## src/verilog/ccgt_consts.svh

```systemverilog
`ifndef CCGT_CONSTS_SVH
`define CCGT_CONSTS_SVH

// ----------------------------------------------------------------------
// reference and prescaler
// ----------------------------------------------------------------------
`define CCGT_REF_HZ 10000000
`define CCGT_GATE_CLK_HZ 100000
`define CCGT_PRESCALE (`CCGT_REF_HZ / `CCGT_GATE_CLK_HZ)
`define CCGT_DECADE_W 4
`define CCGT_DECADE_ZERO 4'h0
`define CCGT_DECADE_LAST 4'h9
`define CCGT_DECADE_HALF 4'h5
`define CCGT_GAP_LAST 8'h63

// ----------------------------------------------------------------------
// gate select codes and divide ratios
// ----------------------------------------------------------------------
`define CCGT_SEL_W 3
`define CCGT_SEL_100US 3'h1
`define CCGT_SEL_1MS 3'h2
`define CCGT_SEL_10MS 3'h3
`define CCGT_SEL_100MS 3'h4
`define CCGT_SEL_1S 3'h5
`define CCGT_DIV_W 17
`define CCGT_DIV_ZERO 17'h00000
`define CCGT_DIV_ONE 17'h00001
`define CCGT_RATIO_1E1 17'h0000a
`define CCGT_RATIO_1E2 17'h00064
`define CCGT_RATIO_1E3 17'h003e8
`define CCGT_RATIO_1E4 17'h02710
`define CCGT_RATIO_1E5 17'h186a0

`endif

```

## src/verilog/ccgt_pkg.sv

```systemverilog
`default_nettype none

package ccgt_pkg;

    // gate sequence, gray along the usual path from idle up to closed
    typedef enum logic [2:0] {
        CCGT_IDLE = 3'h0,
        CCGT_ARMED = 3'h1,
        CCGT_RELEASED = 3'h3,
        CCGT_ENABLED = 3'h2,
        CCGT_OPEN = 3'h6,
        CCGT_DONE = 3'h7,
        CCGT_CLOSED = 3'h5
    } ccgt_state_t;

endpackage

`default_nettype wire

```

## src/verilog/ccgt_top.sv

```systemverilog
// What this block does
// - select line high: internal 10 MHz reference is the time base
// - select line low: internal path and rear driver off, external path selected
// - rear panel reference output driven only with internal reference selected
// - selected reference forwarded as 10 MHz clock to microwave converter
// - selected reference divided by 100 in two decade stages to 100 kHz
// - accurate stable measurement gate supplied to the count chain
// - gate length selectable in decades from 100 us to 1 s
// - select codes 1 to 5 give ratios ten to hundred thousand
// - gate flop advances only on 100 kHz clock, others only enable it
// - no gate active: arm clear and divider free-running
// - arm set clears count enable and divider; sequencer then waits for arm clear
// - after arm clear, next 100 kHz clock sets count enable
// - following clock opens gate and divider starts counting
// - divider output goes high at half the selected count
// - full count: output falls, arm set, count enable cleared, close primed
// - next 100 kHz clock after terminal count closes the gate
`timescale 1ns/1ns
`default_nettype none
`include "ccgt_consts.svh"

module ccgt_top
(
    input wire logic CLK,
    input wire logic ARST_N,
    input wire logic REF_SEL,
    input wire logic INT_REF_IN,
    input wire logic EXT_REF_IN,
    input wire logic [`CCGT_SEL_W-1:0] GATE_SEL,
    input wire logic ARM_SET,
    input wire logic ARM_CLR,
    output logic INT_PATH_EN,
    output logic EXT_PATH_EN,
    output logic REAR_REF_OUT,
    output logic CONV_CLK_OUT,
    output logic GATE_CLK_OUT,
    output logic GATE_OUT,
    output logic GATE_ARMED,
    output logic COUNT_EN,
    output logic DIV_OUT
);

    // ----------------------------------------------------------------------
    // reference selection
    // ----------------------------------------------------------------------
    logic sel_ref;
    logic ref_q_reg;
    logic ref_edge;
    logic int_en_reg;
    logic ext_en_reg;
    logic rear_reg;
    logic conv_reg;

    assign sel_ref = REF_SEL ? INT_REF_IN : EXT_REF_IN;

    always_ff @(posedge CLK or negedge ARST_N)
    begin
        if (!ARST_N)
        begin
            int_en_reg <= 1'b0;
            ext_en_reg <= 1'b0;
        end
        else
        begin
            int_en_reg <= REF_SEL;
            ext_en_reg <= !REF_SEL;
        end
    end

    always_ff @(posedge CLK or negedge ARST_N)
    begin
        if (!ARST_N)
            rear_reg <= 1'b0;
        else
            rear_reg <= REF_SEL && INT_REF_IN;
    end

    always_ff @(posedge CLK or negedge ARST_N)
    begin
        if (!ARST_N)
        begin
            conv_reg <= 1'b0;
            ref_q_reg <= 1'b0;
        end
        else
        begin
            conv_reg <= sel_ref;
            ref_q_reg <= sel_ref;
        end
    end

    assign ref_edge = sel_ref && !ref_q_reg;

    // ----------------------------------------------------------------------
    // divide by 100 prescaler
    // ----------------------------------------------------------------------
    logic [`CCGT_DECADE_W-1:0] lo_count;
    logic [`CCGT_DECADE_W-1:0] hi_count;
    logic lo_carry;
    logic hi_carry;
    logic tick_reg;
    logic gclk_reg;

    ccgt_decade u_decade_lo
    (
        .CLK(CLK),
        .ARST_N(ARST_N),
        .step(ref_edge),
        .count_reg(lo_count),
        .carry(lo_carry)
    );

    ccgt_decade u_decade_hi
    (
        .CLK(CLK),
        .ARST_N(ARST_N),
        .step(lo_carry),
        .count_reg(hi_count),
        .carry(hi_carry)
    );

    always_ff @(posedge CLK or negedge ARST_N)
    begin
        if (!ARST_N)
        begin
            tick_reg <= 1'b0;
            gclk_reg <= 1'b0;
        end
        else
        begin
            tick_reg <= hi_carry;
            gclk_reg <= (hi_count < `CCGT_DECADE_HALF);
        end
    end

    // ----------------------------------------------------------------------
    // gate ratio
    // ----------------------------------------------------------------------
    logic [`CCGT_DIV_W-1:0] ratio;
    logic [`CCGT_DIV_W-1:0] ratio_reg;

    always_comb
    begin
        case (GATE_SEL)
            `CCGT_SEL_100US: ratio = `CCGT_RATIO_1E1;
            `CCGT_SEL_1MS: ratio = `CCGT_RATIO_1E2;
            `CCGT_SEL_10MS: ratio = `CCGT_RATIO_1E3;
            `CCGT_SEL_100MS: ratio = `CCGT_RATIO_1E4;
            `CCGT_SEL_1S: ratio = `CCGT_RATIO_1E5;
            default: ratio = `CCGT_RATIO_1E1;
        endcase
    end

    // ----------------------------------------------------------------------
    // gate sequencer
    // ----------------------------------------------------------------------
    ccgt_pkg::ccgt_state_t state_reg;
    logic arm_reg;
    logic cnt_en_reg;
    logic gate_reg;
    logic [`CCGT_DIV_W-1:0] div_reg;
    logic half_reg;
    logic terminal;

    assign terminal = tick_reg && (state_reg == ccgt_pkg::CCGT_OPEN) && (div_reg == ratio_reg - `CCGT_DIV_ONE);

    always_ff @(posedge CLK or negedge ARST_N)
    begin
        if (!ARST_N)
            ratio_reg <= `CCGT_RATIO_1E1;
        else if (ARM_SET || state_reg == ccgt_pkg::CCGT_IDLE)
            ratio_reg <= ratio;
    end

    // arm: set by strobe or terminal count, set wins over clear
    always_ff @(posedge CLK or negedge ARST_N)
    begin
        if (!ARST_N)
            arm_reg <= 1'b0;
        else if (ARM_SET || terminal)
            arm_reg <= 1'b1;
        else if (ARM_CLR)
            arm_reg <= 1'b0;
    end

    always_ff @(posedge CLK or negedge ARST_N)
    begin
        if (!ARST_N)
            state_reg <= ccgt_pkg::CCGT_IDLE;
        else if (ARM_SET)
            state_reg <= ccgt_pkg::CCGT_ARMED;
        else
        begin
            case (state_reg)
                ccgt_pkg::CCGT_IDLE: state_reg <= ccgt_pkg::CCGT_IDLE;
                ccgt_pkg::CCGT_ARMED:
                    if (ARM_CLR)
                        state_reg <= ccgt_pkg::CCGT_RELEASED;
                ccgt_pkg::CCGT_RELEASED:
                    if (tick_reg)
                        state_reg <= ccgt_pkg::CCGT_ENABLED;
                ccgt_pkg::CCGT_ENABLED:
                    if (tick_reg)
                        state_reg <= ccgt_pkg::CCGT_OPEN;
                ccgt_pkg::CCGT_OPEN:
                    if (terminal)
                        state_reg <= ccgt_pkg::CCGT_DONE;
                ccgt_pkg::CCGT_DONE:
                    if (tick_reg)
                        state_reg <= arm_reg && !ARM_CLR ? ccgt_pkg::CCGT_CLOSED
                                                         : ccgt_pkg::CCGT_IDLE;
                ccgt_pkg::CCGT_CLOSED:
                    if (ARM_CLR)
                        state_reg <= ccgt_pkg::CCGT_IDLE;
                default: state_reg <= ccgt_pkg::CCGT_IDLE;
            endcase
        end
    end

    always_ff @(posedge CLK or negedge ARST_N)
    begin
        if (!ARST_N)
            cnt_en_reg <= 1'b0;
        else if (ARM_SET || terminal)
            cnt_en_reg <= 1'b0;
        else if (tick_reg && state_reg == ccgt_pkg::CCGT_RELEASED)
            cnt_en_reg <= 1'b1;
    end

    // gate flop only moves on the 100 kHz tick
    always_ff @(posedge CLK or negedge ARST_N)
    begin
        if (!ARST_N)
            gate_reg <= 1'b0;
        else if (tick_reg)
        begin
            if (state_reg == ccgt_pkg::CCGT_ENABLED && cnt_en_reg)
                gate_reg <= 1'b1;
            else if (state_reg != ccgt_pkg::CCGT_OPEN)
                gate_reg <= 1'b0;
        end
    end

    // divider: free-run when idle, cleared by arm, counts while open
    always_ff @(posedge CLK or negedge ARST_N)
    begin
        if (!ARST_N)
            div_reg <= `CCGT_DIV_ZERO;
        else if (ARM_SET || terminal)
            div_reg <= `CCGT_DIV_ZERO;
        else if (tick_reg && state_reg == ccgt_pkg::CCGT_IDLE)
            div_reg <= (div_reg >= ratio_reg - `CCGT_DIV_ONE) ? `CCGT_DIV_ZERO
                                                              : div_reg + `CCGT_DIV_ONE;
        // opening tick is the first counted gate tick
        else if (tick_reg && (state_reg == ccgt_pkg::CCGT_OPEN || state_reg == ccgt_pkg::CCGT_ENABLED))
            div_reg <= div_reg + `CCGT_DIV_ONE;
    end

    always_ff @(posedge CLK or negedge ARST_N)
    begin
        if (!ARST_N)
            half_reg <= 1'b0;
        else if (terminal || ARM_SET)
            half_reg <= 1'b0;
        else
            half_reg <= (div_reg >= (ratio_reg >> 1));
    end

    // ----------------------------------------------------------------------
    // outputs
    // ----------------------------------------------------------------------
    assign INT_PATH_EN = int_en_reg;
    assign EXT_PATH_EN = ext_en_reg;
    assign REAR_REF_OUT = rear_reg;
    assign CONV_CLK_OUT = conv_reg;
    assign GATE_CLK_OUT = gclk_reg;
    assign GATE_OUT = gate_reg;
    assign GATE_ARMED = arm_reg;
    assign COUNT_EN = cnt_en_reg;
    assign DIV_OUT = half_reg;

    // ----------------------------------------------------------------------
    // checks
    // ----------------------------------------------------------------------
    logic [7:0] edge_gap_reg;
    logic [`CCGT_DIV_W-1:0] open_ticks_reg;

    always_ff @(posedge CLK or negedge ARST_N)
    begin
        if (!ARST_N)
            edge_gap_reg <= 8'h00;
        else if (hi_carry)
            edge_gap_reg <= 8'h00;
        else if (ref_edge)
            edge_gap_reg <= edge_gap_reg + 8'h01;
    end

    always_ff @(posedge CLK or negedge ARST_N)
    begin
        if (!ARST_N)
            open_ticks_reg <= `CCGT_DIV_ZERO;
        else if (!gate_reg)
            open_ticks_reg <= `CCGT_DIV_ZERO;
        else if (tick_reg)
            open_ticks_reg <= open_ticks_reg + `CCGT_DIV_ONE;
    end
endmodule
`default_nettype wire

```

## src/verilog/ccgt_decade.sv

```systemverilog
`timescale 1ns/1ns
`default_nettype none
`include "ccgt_consts.svh"

module ccgt_decade
(
    input wire logic CLK,
    input wire logic ARST_N,
    input wire logic step,
    output logic [`CCGT_DECADE_W-1:0] count_reg,
    output logic carry
);

    // ----------------------------------------------------------------------
    // one decade stage, carry while stepping from nine
    // ----------------------------------------------------------------------
    always_ff @(posedge CLK or negedge ARST_N)
    begin
        if (!ARST_N)
            count_reg <= `CCGT_DECADE_ZERO;
        else if (step)
            count_reg <= (count_reg == `CCGT_DECADE_LAST) ? `CCGT_DECADE_ZERO
                                                          : count_reg + 4'h1;
    end

    assign carry = step && (count_reg == `CCGT_DECADE_LAST);

endmodule
`default_nettype wire

```

## config.mk

```make
export PLATFORM = sky130hd
export DESIGN_NAME = ccgt_top
export DESIGN_NICKNAME = d
export VERILOG_FILES = /design/src/verilog/ccgt_pkg.sv /design/src/verilog/ccgt_top.sv /design/src/verilog/ccgt_decade.sv
export VERILOG_INCLUDE_DIRS = /design/src /design/src/verilog
export SDC_FILE = /design/constraint.sdc
export NUM_CORES = 1
export LEC_CHECK = 0
export BUFFER_PORTS_ARGS = -buffer_cell sky130_fd_sc_hd__buf_4
export CORE_MARGIN = 8
export CORE_UTILIZATION = 58
export CTS_CLUSTER_SIZE = 28
export DETAILED_ROUTE_END_ITERATION = 10
export PLACE_DENSITY = 0.81
export SLEW_MARGIN = 40
export SYNTH_ARGS = -nofsm -noshare
export SYNTH_HDL_FRONTEND = slang
export SYNTH_SLANG_ARGS = --single-unit
export TNS_END_PERCENT = 20
```

## constraint.sdc

```tcl
create_clock -name CLK -period 4.4 [get_ports CLK]
set_input_delay 0.66 -clock CLK [delete_from_list [all_inputs] [get_ports CLK]]
set_output_delay 0.66 -clock CLK [all_outputs]
set_load 0.01 [all_outputs]
```

After elaboration in Yosys (flattened, before gate mapping) --
Cells that the tools add are included.
Storage, ports and cells: register bits 55, input port bits 10, output and inout bits 9, word-level logic and storage cells 90
Cells by class: $add $sub $neg 4, order comparisons 3, equality and inequality tests 20, mux-type cells 24, reductions and logical operators 24
Operators by type and width (count):
- $mux 17 | 4
- $pmux 17 s4 | 1
- $mux 3 | 8
- $ne 3x3->1 const B | 7
- $pmux 3 s6 | 1
- $add 17x1->17 const B | 1
- $eq 17x17->1 | 1
- $ge 17x16->1 | 1
- $ge 17x17->1 | 1
- $sub 17x1->17 const B | 1
- $eq 3x3->1 const B | 5
- $eq 3x2->1 const B | 4
- $logic_and 1x1->1 | 11
- $add 4x1->4 const B | 2
- $eq 4x4->1 const B | 2
- $mux 1 | 8
- $mux 4 | 2
- $reduce_and 6->1 | 1
- $reduce_bool 2->1 | 3
- $lt 4x3->1 const B | 1
- $eq 3x1->1 const B | 1
- $logic_not 1->1 | 3
- $logic_not 3->1 | 1
- $logic_or 1x1->1 | 3
- 2 further kinds | 2

Longest topological paths before layout --
Gate-level depths: netlist (run 1).
depth in word-level cells 6, gate-level depth with buffers 12, gate-level depth less buffers 11

Hierarchy --
From an unflattened synthesis (run 1), not the netlist that was laid out.
Second synthesis, totals: cell total of the unflattened synthesis 341, area, all modules 3135.5 um^2
By module, submodules not included:
- ccgt_top | times used 1, cells each 307, area an instance 2760.1 um^2, seq. area each 1028.5 um^2
- ccgt_decade | times used 2, cells each 17, area an instance 187.7 um^2, seq. area each 100.1 um^2

Worst setup path after synthesis (run 1) --
No wires, ideal clock.
kind register -> register, start point register ratio_reg[13], end point register div_reg[10], setup time 0.123 ns, data arrival time 2.798 ns, data required time 4.277 ns, setup slack 1.480 ns, cell stages (with the launch flop) 12, path buffers 1, clock period less this slack 2.920 ns, cells stage by stage dfrtp_1 -> nor3_1 -> nand2_1 -> or4_1 -> xnor2_1 -> ha_1 -> nand4_1 -> nor3_1 -> a31oi_2 -> nand2_1 -> buf_2 -> nor3_1
On the way: cells in the longest elaborated chain, start to end 5, elaborated cells between the ends (all ways) 9, those cells by class add/sub (1); order compare (1); eq/ne (1); mux (3); reduce/logical (3)
Ends and longest elaborated chain:
- start, declared | line ccgt_top.sv:140 | logic [`CCGT_DIV_W-1:0] ratio_reg;
- start signal, assigned | line ccgt_top.sv:170 | ratio_reg <= `CCGT_RATIO_1E1;
- start signal, assigned | line ccgt_top.sv:172 | ratio_reg <= ratio;
- $sub 17x1->17 (no source line) *
- $ge 17x17->1 (no source line) / $eq 17x17->1 (equally long branches)
- $mux 17 (no source line) / $logic_and 1x1->1 (equally long branches)
- $mux 17 / $logic_or 1x1->1 (equally long branches) | line ccgt_top.sv:251, ccgt_top.sv:249
- $mux 17 / $reduce_bool 3->1 (equally long branches)
- end signal, assigned | line ccgt_top.sv:248 | div_reg <= `CCGT_DIV_ZERO;
- end signal, assigned | line ccgt_top.sv:250 | div_reg <= `CCGT_DIV_ZERO;
- end signal, assigned | line ccgt_top.sv:252 | div_reg <= (div_reg >= ratio_reg - `CCGT_DIV_ONE) ? `CCGT_DIV_ZERO
- end, declared | line ccgt_top.sv:161 | logic [`CCGT_DIV_W-1:0] div_reg;
Every way passes the cells marked *; elsewhere a longest branch is shown, timed or not. A chain may end at the register's enable or synchronous reset.

Final worst setup path (run 1) --
start point register ratio_reg[13], end point register div_reg[3]
The elaborated chain is that of the path after synthesis.

==> flow_metrics.tcl, run 1 <==
set metrics [dict create \
    crit_fanout 16 \
    clk_pin_slew_ps 100 \
    final_cell_area_um2 3478 \
    regArea_um2 1229 \
    largest_reg_flops 17 \
    worstSetupPathType "flop to flop" \
    dp_hpwl_um 5142 \
    root_buffer "clkbuf_8" \
    min_period_ps 3430 \
    grt_busiest_layer "met2" \
    grt_pass1_wl_um 11700 \
    areaGrowthSynthToFinish_pct 7.836 \
    crit_chain "nor3_1, nand2_1, or4_1, xnor2_1, ha_1, nand4_1, nor3_1, a31oi_2, nand2_1, nor3_1" \
    min_path_type "input pin to async pin" \
    yosys_warnings 0 \
    synth_top_cell_by_area "dfrtp_1" \
    crit_top_cell "nor3_1" \
    use_met2 0.2759 \
    die-height_um 90.58 \
    fillers 484 \
    synth-seq-cells 49 \
    ctsLongestPathBuffers 2 \
    setup_tns_ps 0 \
    endpoint_kind "flop" \
    drive_gt1_frac 0.1114 \
    die_x_um 90.58 \
    cts-resized-gates 0 \
    synth_top_area_frac 0.3646 \
    skew_ps 9.742 \
    antenna_left 0 \
    synth_most_common_cell "dfrtp_1" \
    vias 2596 \
    grt_max_degree 50 \
    cpPeakStageDelay_ps 500 \
    worstPathArrival_ps 3600 \
    insertion_delay_ps 320 \
    wirelength_um 6826 \
    synth.distinct_cells 54 \
    powerDensity_nw_per_um2 304.0 \
    antennaDiodeCount 0 \
    synth_common_cells "47 x dfrtp_1, 31 x ha_1, 31 x nand2_1" \
    hold_violations 0 \
    ios 19 \
    maxClockFrequency_ghz 0.2916 \
    cts_tree "built" \
    route.detailed.drc 0 \
    maxSlewHeadroom 0.5046 \
    async_reset_ff_frac 1.000 \
    worstReg2RegStart "ratio_reg[13]" \
    worst_pin_slew_ps 742.3 \
    grt_antenna_before_repair 0 \
    yosysSeqAreaShare 0.3809 \
    cts_inserted_buffers 5 \
    rsz0062_at_grt "no" \
    leakagePower_uw 0.001500 \
    grtUsageMet1 0.2197 \
    slowest_stage "nor3_1" \
    port_buffers 18 \
    run_status "completed" \
    core_um2 5439 \
    drtIter0Drc 126 \
    irDropWorstVdd_v 0.0002369 \
    fin_nets 408 \
    post_dp_cell_area_um2 3383 \
    gp_congestion 0.8958 \
    post_cts.repair.setup_buffers 0 \
    grt_util_met3 0.04239 \
    synthTopCellsByArea "dfrtp_1 36%, ha_1 12%, xnor2_1 6.8%, nor3_1 4.2%, nand2_1 3.6%" \
    setup-violations-final 0 \
    routedWlPerCell_um 15.51 \
    grt_pass1_vias 2574 \
    grt_use_total 0.1724 \
    cap_violations 0 \
    mappedNetlistArea_um2 3226 \
    slew_viol_final 0 \
    synth_fp_nets 393 \
    syn_avg_cell_area_um2 9.164 \
    crit_path_start "ratio_reg[13]" \
    synth_edf_count 0 \
    dieArea_um2 8204 \
    period_share 0.7795 \
    avgViaCountPerCell 5.900 \
    cts_max_level 2 \
    cp-start-kind "flop" \
    cp_data_required_time_ps 4570 \
    hold_buffers 0 \
    synthFlopType "dfrtp_1" \
    initial_core_util 0.5931 \
    multiInputGateArea_um2 1839 \
    syn_inst 352 \
    clock_sinks 49 \
    grt-ovfl-total 0 \
    firstDrtPassIters 4 \
    num_rows 27 \
]
-- critical path, delay by kind of cell, from the launching register on --
family                   cells  cell delay (ps)
AND/OR/NAND/NOR              7             2170
flip-flops                   1              440
adder cells (fa/ha/maj)      1              310
AO/OA/AOI/OAI                1              220
XOR/XNOR                     1              160
-- stage by stage --
stage            util  total power (µW)  instances  setup WS [ps]  hold WS (ps)
2_1_floorplan       -             715.2        352           1480         364.4
3_3_place_gp   0.6216             769.8        432           1172         453.6
3_5_place_dp   0.6220             782.4        432           1030         461.0
4_1_cts        0.6395              1068        440           1003         372.3
5_1_grt        0.6395              1126        440          603.3         404.6
6_report       0.6395              1058        440          970.2         341.5
-- power breakdown --
group | switching (µW) | internal (µW)
Clock | 166 | 116
Sequential | 50.4 | 496
Combinational | 133 | 96.0
Total | 349 | 708
-- final timing paths --
| path | cells past startpoint | slack [ps] | end |
|---|---|---|---|
| hold / removal | 1 | 340 | div_reg[8] |
| hold reg to reg | 1 | 500 | GATE_CLK_OUT |
| setup / recovery | 10 | 970 | div_reg[3] |
| setup reg to reg | 10 | 970 | div_reg[3] |
| min in group CLK | 1 | 470 | INT_PATH_EN |
| max in group asynchronous | 1 | 3630 | ratio_reg[9] |
-- routing by layer --
layer / routed length (µm) / up-vias
met5: 0 / -
met4: 118 / 0
met3: 353 / 9
met2: 3137 / 52
met1: 3216 / 1245
li1: - / 1290
-- layout make-up --
class                      instances  area share
multi-input combinational        269      0.5288
clock buffer                       5     0.01978
timing repair buffer              18     0.03885
tap                               72     0.02590
sequential                        49      0.3532
clock inverter                     3    0.007554
inverter                          24     0.02590
-- cells by family (layout without fill, tap and decap cells) --
family / count (synthesis) / after routing / synth area share
AO/OA/AOI/OAI: 65 / 65 / 0.1350
XOR/XNOR: 26 / 26 / 0.07060
adder cells (fa/ha/maj): 31 / 31 / 0.1202
buffers and inverters: 34 / 50 / 0.04965
flip-flops: 49 / 49 / 0.3809
multiplexers: 4 / 4 / 0.01358
AND/OR/NAND/NOR: 143 / 143 / 0.2300
-- placed cells by master (no fill, tap or decap), types with 3 or more instances in the layout --
cell       n
dfrtp_1   47
nand2_1   31
ha_1      31
nor3_1    27
xnor2_1   25
inv_1     24
nor2_1    23
o21ai_0   22
a21oi_1   18
buf_4     18
nand3_1   14
nor4_1     8
nand4_1    8
and3_1     6
nand2b_1   6
a211oi_1   5
clkbuf_8   5
mux2_2     3
nor2b_1    3
Note: power is estimated with default switching activity, not from simulation.
==> run 2, diff against run 1 <==
Settings changed: ABC_AREA from default to 1, CORE_UTILIZATION 58 to 56, PLACE_DENSITY 0.81 to 0.82.
Clock period 4.4 ns to 2.8 ns, I/O delays scaled along.
==> flow_metrics.tcl, run 2 <==
set metrics [dict create \
    run_status "completed" \
    drive_gt1_frac 0.1908 \
    grt_max_degree 50 \
    ios 19 \
    final_cell_mix "97 x nand2_1, 57 x nor2_1, 56 x inv_1, 46 x dfrtp_1" \
    yosysSeqAreaShare 0.3577 \
    endpoint_kind "flop" \
    ctsLongestPathBuffers 2 \
    synth_top_area_frac 0.3424 \
    synth.distinct_cells 35 \
    syn_avg_cell_area_um2 7.418 \
    areaGrowthSynthToFinish_pct 17.63 \
    syn_inst 463 \
    firstDrtPassIters 5 \
    synth_most_common_cell "nand2_1" \
    multiInputGateArea_um2 2051 \
    cts_max_level 2 \
    final_cell_area_um2 4040 \
    mostFrequentLayoutCell "nand2_1" \
    power_uw 1933 \
    leakagePower_uw 0.001993 \
    min_period_ps 2778 \
    synth_top_cell_by_area "dfrtp_1" \
    cp-start-kind "flop" \
    cp_data_required_time_ps 3040 \
    vias 3224 \
    fin_nets 538 \
    insertion_delay_ps 310 \
    stdcell_count 573 \
    cts_inserted_buffers 5 \
    grt_pass1_wl_um 13920 \
    die_x_um 94.32 \
    avgViaCountPerCell 5.627 \
    synth_fp_nets 504 \
    cap_violations 0 \
    hold_buffers 0 \
    route.detailed.drc 0 \
    clk_pin_slew_ps 100 \
    drtIter0Drc 229 \
    yosys_warnings 0 \
    maxClockFrequency_ghz 0.3600 \
    largest_reg_flops 17 \
    rsz0062_at_grt "yes" \
    worst_pin_slew_ps 625.6 \
    synth-seq-cells 49 \
    irDropWorstVdd_v 0.0004989 \
    synthFlopType "dfrtp_1" \
    clock_sinks 49 \
    dieArea_um2 8895 \
    post_dp_cell_area_um2 3694 \
    synth_edf_count 0 \
    worstSetupPathType "flop to flop" \
    grt_use_total 0.1940 \
    cts_tree "built" \
    setup-violations-final 0 \
    rrSetupSlack_ps 20 \
    dp_hpwl_um 5921 \
    synthTopCellsByArea "dfrtp_1 34%, nand2_1 11%, ha_1 11%, nor2_1 6.9%, inv_1 6.3%" \
    worstPathArrival_ps 3020 \
    core_um2 5921 \
    async_reset_ff_frac 1.000 \
    gp_congestion 0.9026 \
    wirelength_um 8384 \
    routedWlPerCell_um 14.63 \
    dp.cells 558 \
    grt_pass1_vias 2975 \
    regArea_um2 1230 \
    port_buffers 18 \
    min_path_type "input pin to async pin" \
    antenna_left 0 \
    grt-ovfl-total 0 \
    synth_common_cells "104 x nand2_1, 63 x nor2_1, 58 x inv_1" \
    initial_core_util 0.5801 \
    grt_antenna_before_repair 0 \
    powerDensity_nw_per_um2 478.4 \
    skew_ps 9.423 \
    slew_viol_final 0 \
    crit_fanout 8 \
    hold_violations 0 \
    pre_cts_ws_ps -26.73 \
    antennaDiodeCount 0 \
    root_buffer "clkbuf_8" \
    mappedNetlistArea_um2 3435 \
    num_rows 28 \
    fin_hold_ws_ps 113.1 \
    period_share 0.9920 \
    maxSlewHeadroom 0.5829 \
    rr_worst_depth 20 \
    layout_setup_ws_ps 22.38 \
    die-height_um 94.32 \
    fillers 475 \
]
## run 2: cell types whose count changed after synthesis, moves of 21 or more
| cell | delta |
|---|---|
| xnor2_1 | -24 |
| nand2_1 | +73 |
| nor3_1 | -21 |
| inv_1 | +34 |
| nor2_1 | +39 |
| nand3_1 | +25 |
## run 2: stage by stage
step / TNS [ps] / util
floorplan: 0 / -
global placement: 0 / 0.6238
detailed placement: -32.08 / 0.6238
CTS: 0 / 0.6526
global route: -2164 / 0.6824
finish: 0 / 0.6824
## run 2: final timing paths
kind / from / endpoint
max: ratio_reg[2] / div_reg[13]
min: ARST_N / ratio_reg[9]
max reg2reg: ratio_reg[2] / div_reg[13]
min reg2reg: u_decade_hi.count_reg[3] / GATE_CLK_OUT
max in group asynchronous: ARST_N / div_reg[7]
min in group CLK: REF_SEL / INT_PATH_EN
## run 2: repair_timing
item,CTS,global route
gates resized for setup,4,34
buffers inserted,1,4
pin swaps,1,15
gates cloned,1,1
endpoints found under the setup margin,11,22
## run 2: kinds of logic after synthesis
logic type,after synthesis,synth area share
buffers and inverters,70,0.08342
adders and majority gates,31,0.1129
DFF,49,0.3577
xor gates and xnor gates,12,0.03060
and+or+nand+nor,238,0.3020
AOI/OAI and AO/OA,63,0.1133
## run 2: power breakdown
group,switching (µW),internal [µW]
combinational,316,210
sequential,76.5,797
clock,243,291
total,636,1300
## run 2: layout make-up
class / count / share of cell area
clock buffers: 6 / 0.02044
multi-input cells: 344 / 0.5076
inverters: 63 / 0.05853
flip-flops and latches: 49 / 0.3044
repair buffers: 34 / 0.07649
clock inverters: 2 / 0.009291
well taps: 75 / 0.02323
## run 2: critical path, cell delays in order, from the launching register on
cell	delay, ps
dfrtp_1	410
inv_2	90
ha_4	150
nand3_4	80
nor2_4	110
nand2_2	80
nor3_4	200
nand3_2	120
xor2_1	160
ha_1	290
nand2_1	50
nor2_1	100
nand2_1	80
nor2_2	100
nand3_2	110
nand3_4	140
buf_12	140
nand2_2	50
nand2_1	80
nand2_1	60
nor2_1	100
## run 2: per-layer routing
metal | vias to the layer above | global-route usage | wire, µm
met5 | - | 0 | 0
met4 | 0 | 0.05152 | 164
met3 | 19 | 0.03677 | 506
met2 | 120 | 0.3227 | 3981
met1 | 1497 | 0.2508 | 3731
li1 | 1588 | - | -
==> run 3, diff against run 2 <==
Settings changed: CORE_UTILIZATION 56 to 30, PLACE_DENSITY 0.82 to 0.52.
==> flow_metrics.tcl, run 3 (same netlist as run 2, synthesis figures left out) <==
set metrics [dict create \
    run_status "completed" \
    pre_cts_ws_ps 57.89 \
    antennaDiodeCount 0 \
    cp-start-kind "flop" \
    min_period_ps 2798 \
    insertion_delay_ps 290 \
    ios 19 \
    cpPeakStageDelay_ps 390 \
    fillers 1178 \
    port_buffers 18 \
    slowest_stage "dfrtp_1" \
    cap_violations 0 \
    layout_setup_ws_ps 2.320 \
    drtIter0Drc 118 \
    hold_violations 0 \
    powerDensity_nw_per_um2 521.6 \
    ctsLongestPathBuffers 2 \
    postLayoutCoreUtil 0.3693 \
    largest_reg_flops 17 \
    post_dp_cell_area_um2 3829 \
    grt_pass1_vias 3001 \
    cts_tree "built" \
    mostFrequentLayoutCell "nand2_1" \
    grt_max_degree 50 \
    power_switching_uw 652.6 \
    drive_gt1_frac 0.1760 \
    skew_ps 3.126 \
    route.detailed.drc 0 \
    gp_congestion 0.8273 \
    grt-ovfl-total 0 \
    wirelength_um 8566 \
    final_cell_area_um2 4163 \
    cts_inserted_buffers 5 \
    leakagePower_uw 0.002026 \
    grt_use_total 0.1159 \
    fin_hold_ws_ps 143.1 \
    num_rows 39 \
    r2r_end "div_reg[7]" \
    core_um2 11270 \
    combinationalPowerShare 0.240 \
    firstDrtPassIters 4 \
    endpoint_kind "flop" \
    grt_pass1_wl_um 14250 \
    final_cell_mix "99 x nand2_1, 60 x nor2_1, 55 x inv_1, 47 x dfrtp_1, 34 x nand3_1" \
    fin_nets 540 \
    die-height_um 123.0 \
    setup_tns_ps 0 \
    maxClockFrequency_ghz 0.3574 \
    rrSetupSlack_ps 2 \
    setup-violations-final 0 \
    routedWlPerCell_um 13.32 \
    worstPathArrival_ps 2970 \
    regArea_um2 1229 \
    clock_sinks 49 \
    cp_data_required_time_ps 2970 \
    p_sw_frac 0.3006 \
    p_int_uw 1519 \
    worstSetupPathType "flop to flop" \
    maxSlewHeadroom 0.5733 \
    avgViaCountPerCell 4.854 \
    worstReg2RegStart "ratio_reg[2]" \
    period_share 0.9992 \
    rr_worst_depth 19 \
    crit_fanout 12 \
    die_x_um 123.0 \
    worst_pin_slew_ps 640.1 \
    multiInputGateArea_um2 1992 \
    clk_pin_slew_ps 70 \
    min_path_type "input pin to async pin" \
    antenna_left 0 \
    irDropWorstVdd_v 0.0003499 \
    slew_viol_final 0 \
    grt_antenna_before_repair 0 \
    crit_top_cell "nand2_1" \
    p_seq_frac 0.399 \
    cts_max_level 2 \
    areaGrowthSynthToFinish_pct 21.20 \
    crit_chain "inv_2, ha_4, nand3_2, nor2_1, nand2_1, nor3_2, nand3_1, xor2_1, ha_1, nand2_1, nor2_1, nand2_1, nor2_2, nand3_2, nand3_4, clkbuf_16, nand3_1, nand2_1, nor2_1" \
    root_buffer "clkbuf_16" \
    hold_buffers 0 \
    initial_core_util 0.3047 \
    pwr-share-clk 0.361 \
    rsz0062_at_grt "yes" \
    dp_hpwl_um 6441 \
    dieArea_um2 15130 \
    vias 3121 \
]
run 3: cell types whose count changed in the layout (fill, tap and decap cells not counted), moves of 2 or more:
cell,change
clkbuf_16,+6
clkbuf_8,-6
nand2_1,+2
nand3_1,+5
nand3_2,-4
nor2_1,+3
nor2_2,-2
o21ai_1,-2
o21ai_2,+2
run 3: final cells by class:
cell class              instances  share of cell area
well taps                     143             0.04298
multi-input cells             344              0.4785
repair buffers                 36             0.08025
flip-flops and latches         49              0.2952
clock inverters                 3             0.01563
clock buffers                   5             0.03006
inverters                      63             0.05741
run 3: routing by layer:
layer | track usage | vias to the layer above | share of wire
li1 | - | 1590 | -
met4 | 0.03236 | 0 | 0.019
met2 | 0.2001 | 40 | 0.47
met5 | 0 | - | 0
met1 | 0.1455 | 1480 | 0.48
met3 | 0.02055 | 11 | 0.027
run 3: worst max-delay path: cells and delay by family (launching register included):
family / cells / cell delay (ps)
and+or+nand+nor: 14 / 1420
buffers and inverters: 2 / 270
DFF: 1 / 390
xor gates and xnor gates: 1 / 190
adders and majority gates: 2 / 430
run 3: repair_timing:
action | in CTS | in global routing
resized for setup | 0 | 25
buffers inserted | 0 | 2
endpoints found under the setup margin | 0 | 22
run 3: power groups by stage:
stage	sequential [µW]	combinational (µW)	clock [µW]
floorplan	871	332	0
global placement	876	484	0
detailed placement	876	491	0
CTS	866	493	802
global route	877	594	828
finish	866	521	784
run 3: worst max-delay path by stage:
stage | start | endpoint | cells after the start
after floorplan | ratio_reg[1] | div_reg[16] | 19
after global placement | ratio_reg[1] | div_reg[13] | 19
after detailed placement | ratio_reg[1] | div_reg[0] | 19
after CTS | ratio_reg[1] | div_reg[13] | 19
after global routing | ratio_reg[2] | div_reg[7] | 20
final | ratio_reg[2] | div_reg[7] | 19
run 3: through the flow:
| stage | total power, µW | std cells |
|---|---|---|
| 2_1_floorplan | 1203 | 463 |
| 6_report | 2171 | 643 |
| 3_3_place_gp | 1360 | 631 |
| 4_1_cts | 2161 | 639 |
| 5_1_grt | 2300 | 643 |
| 3_5_place_dp | 1367 | 631 |
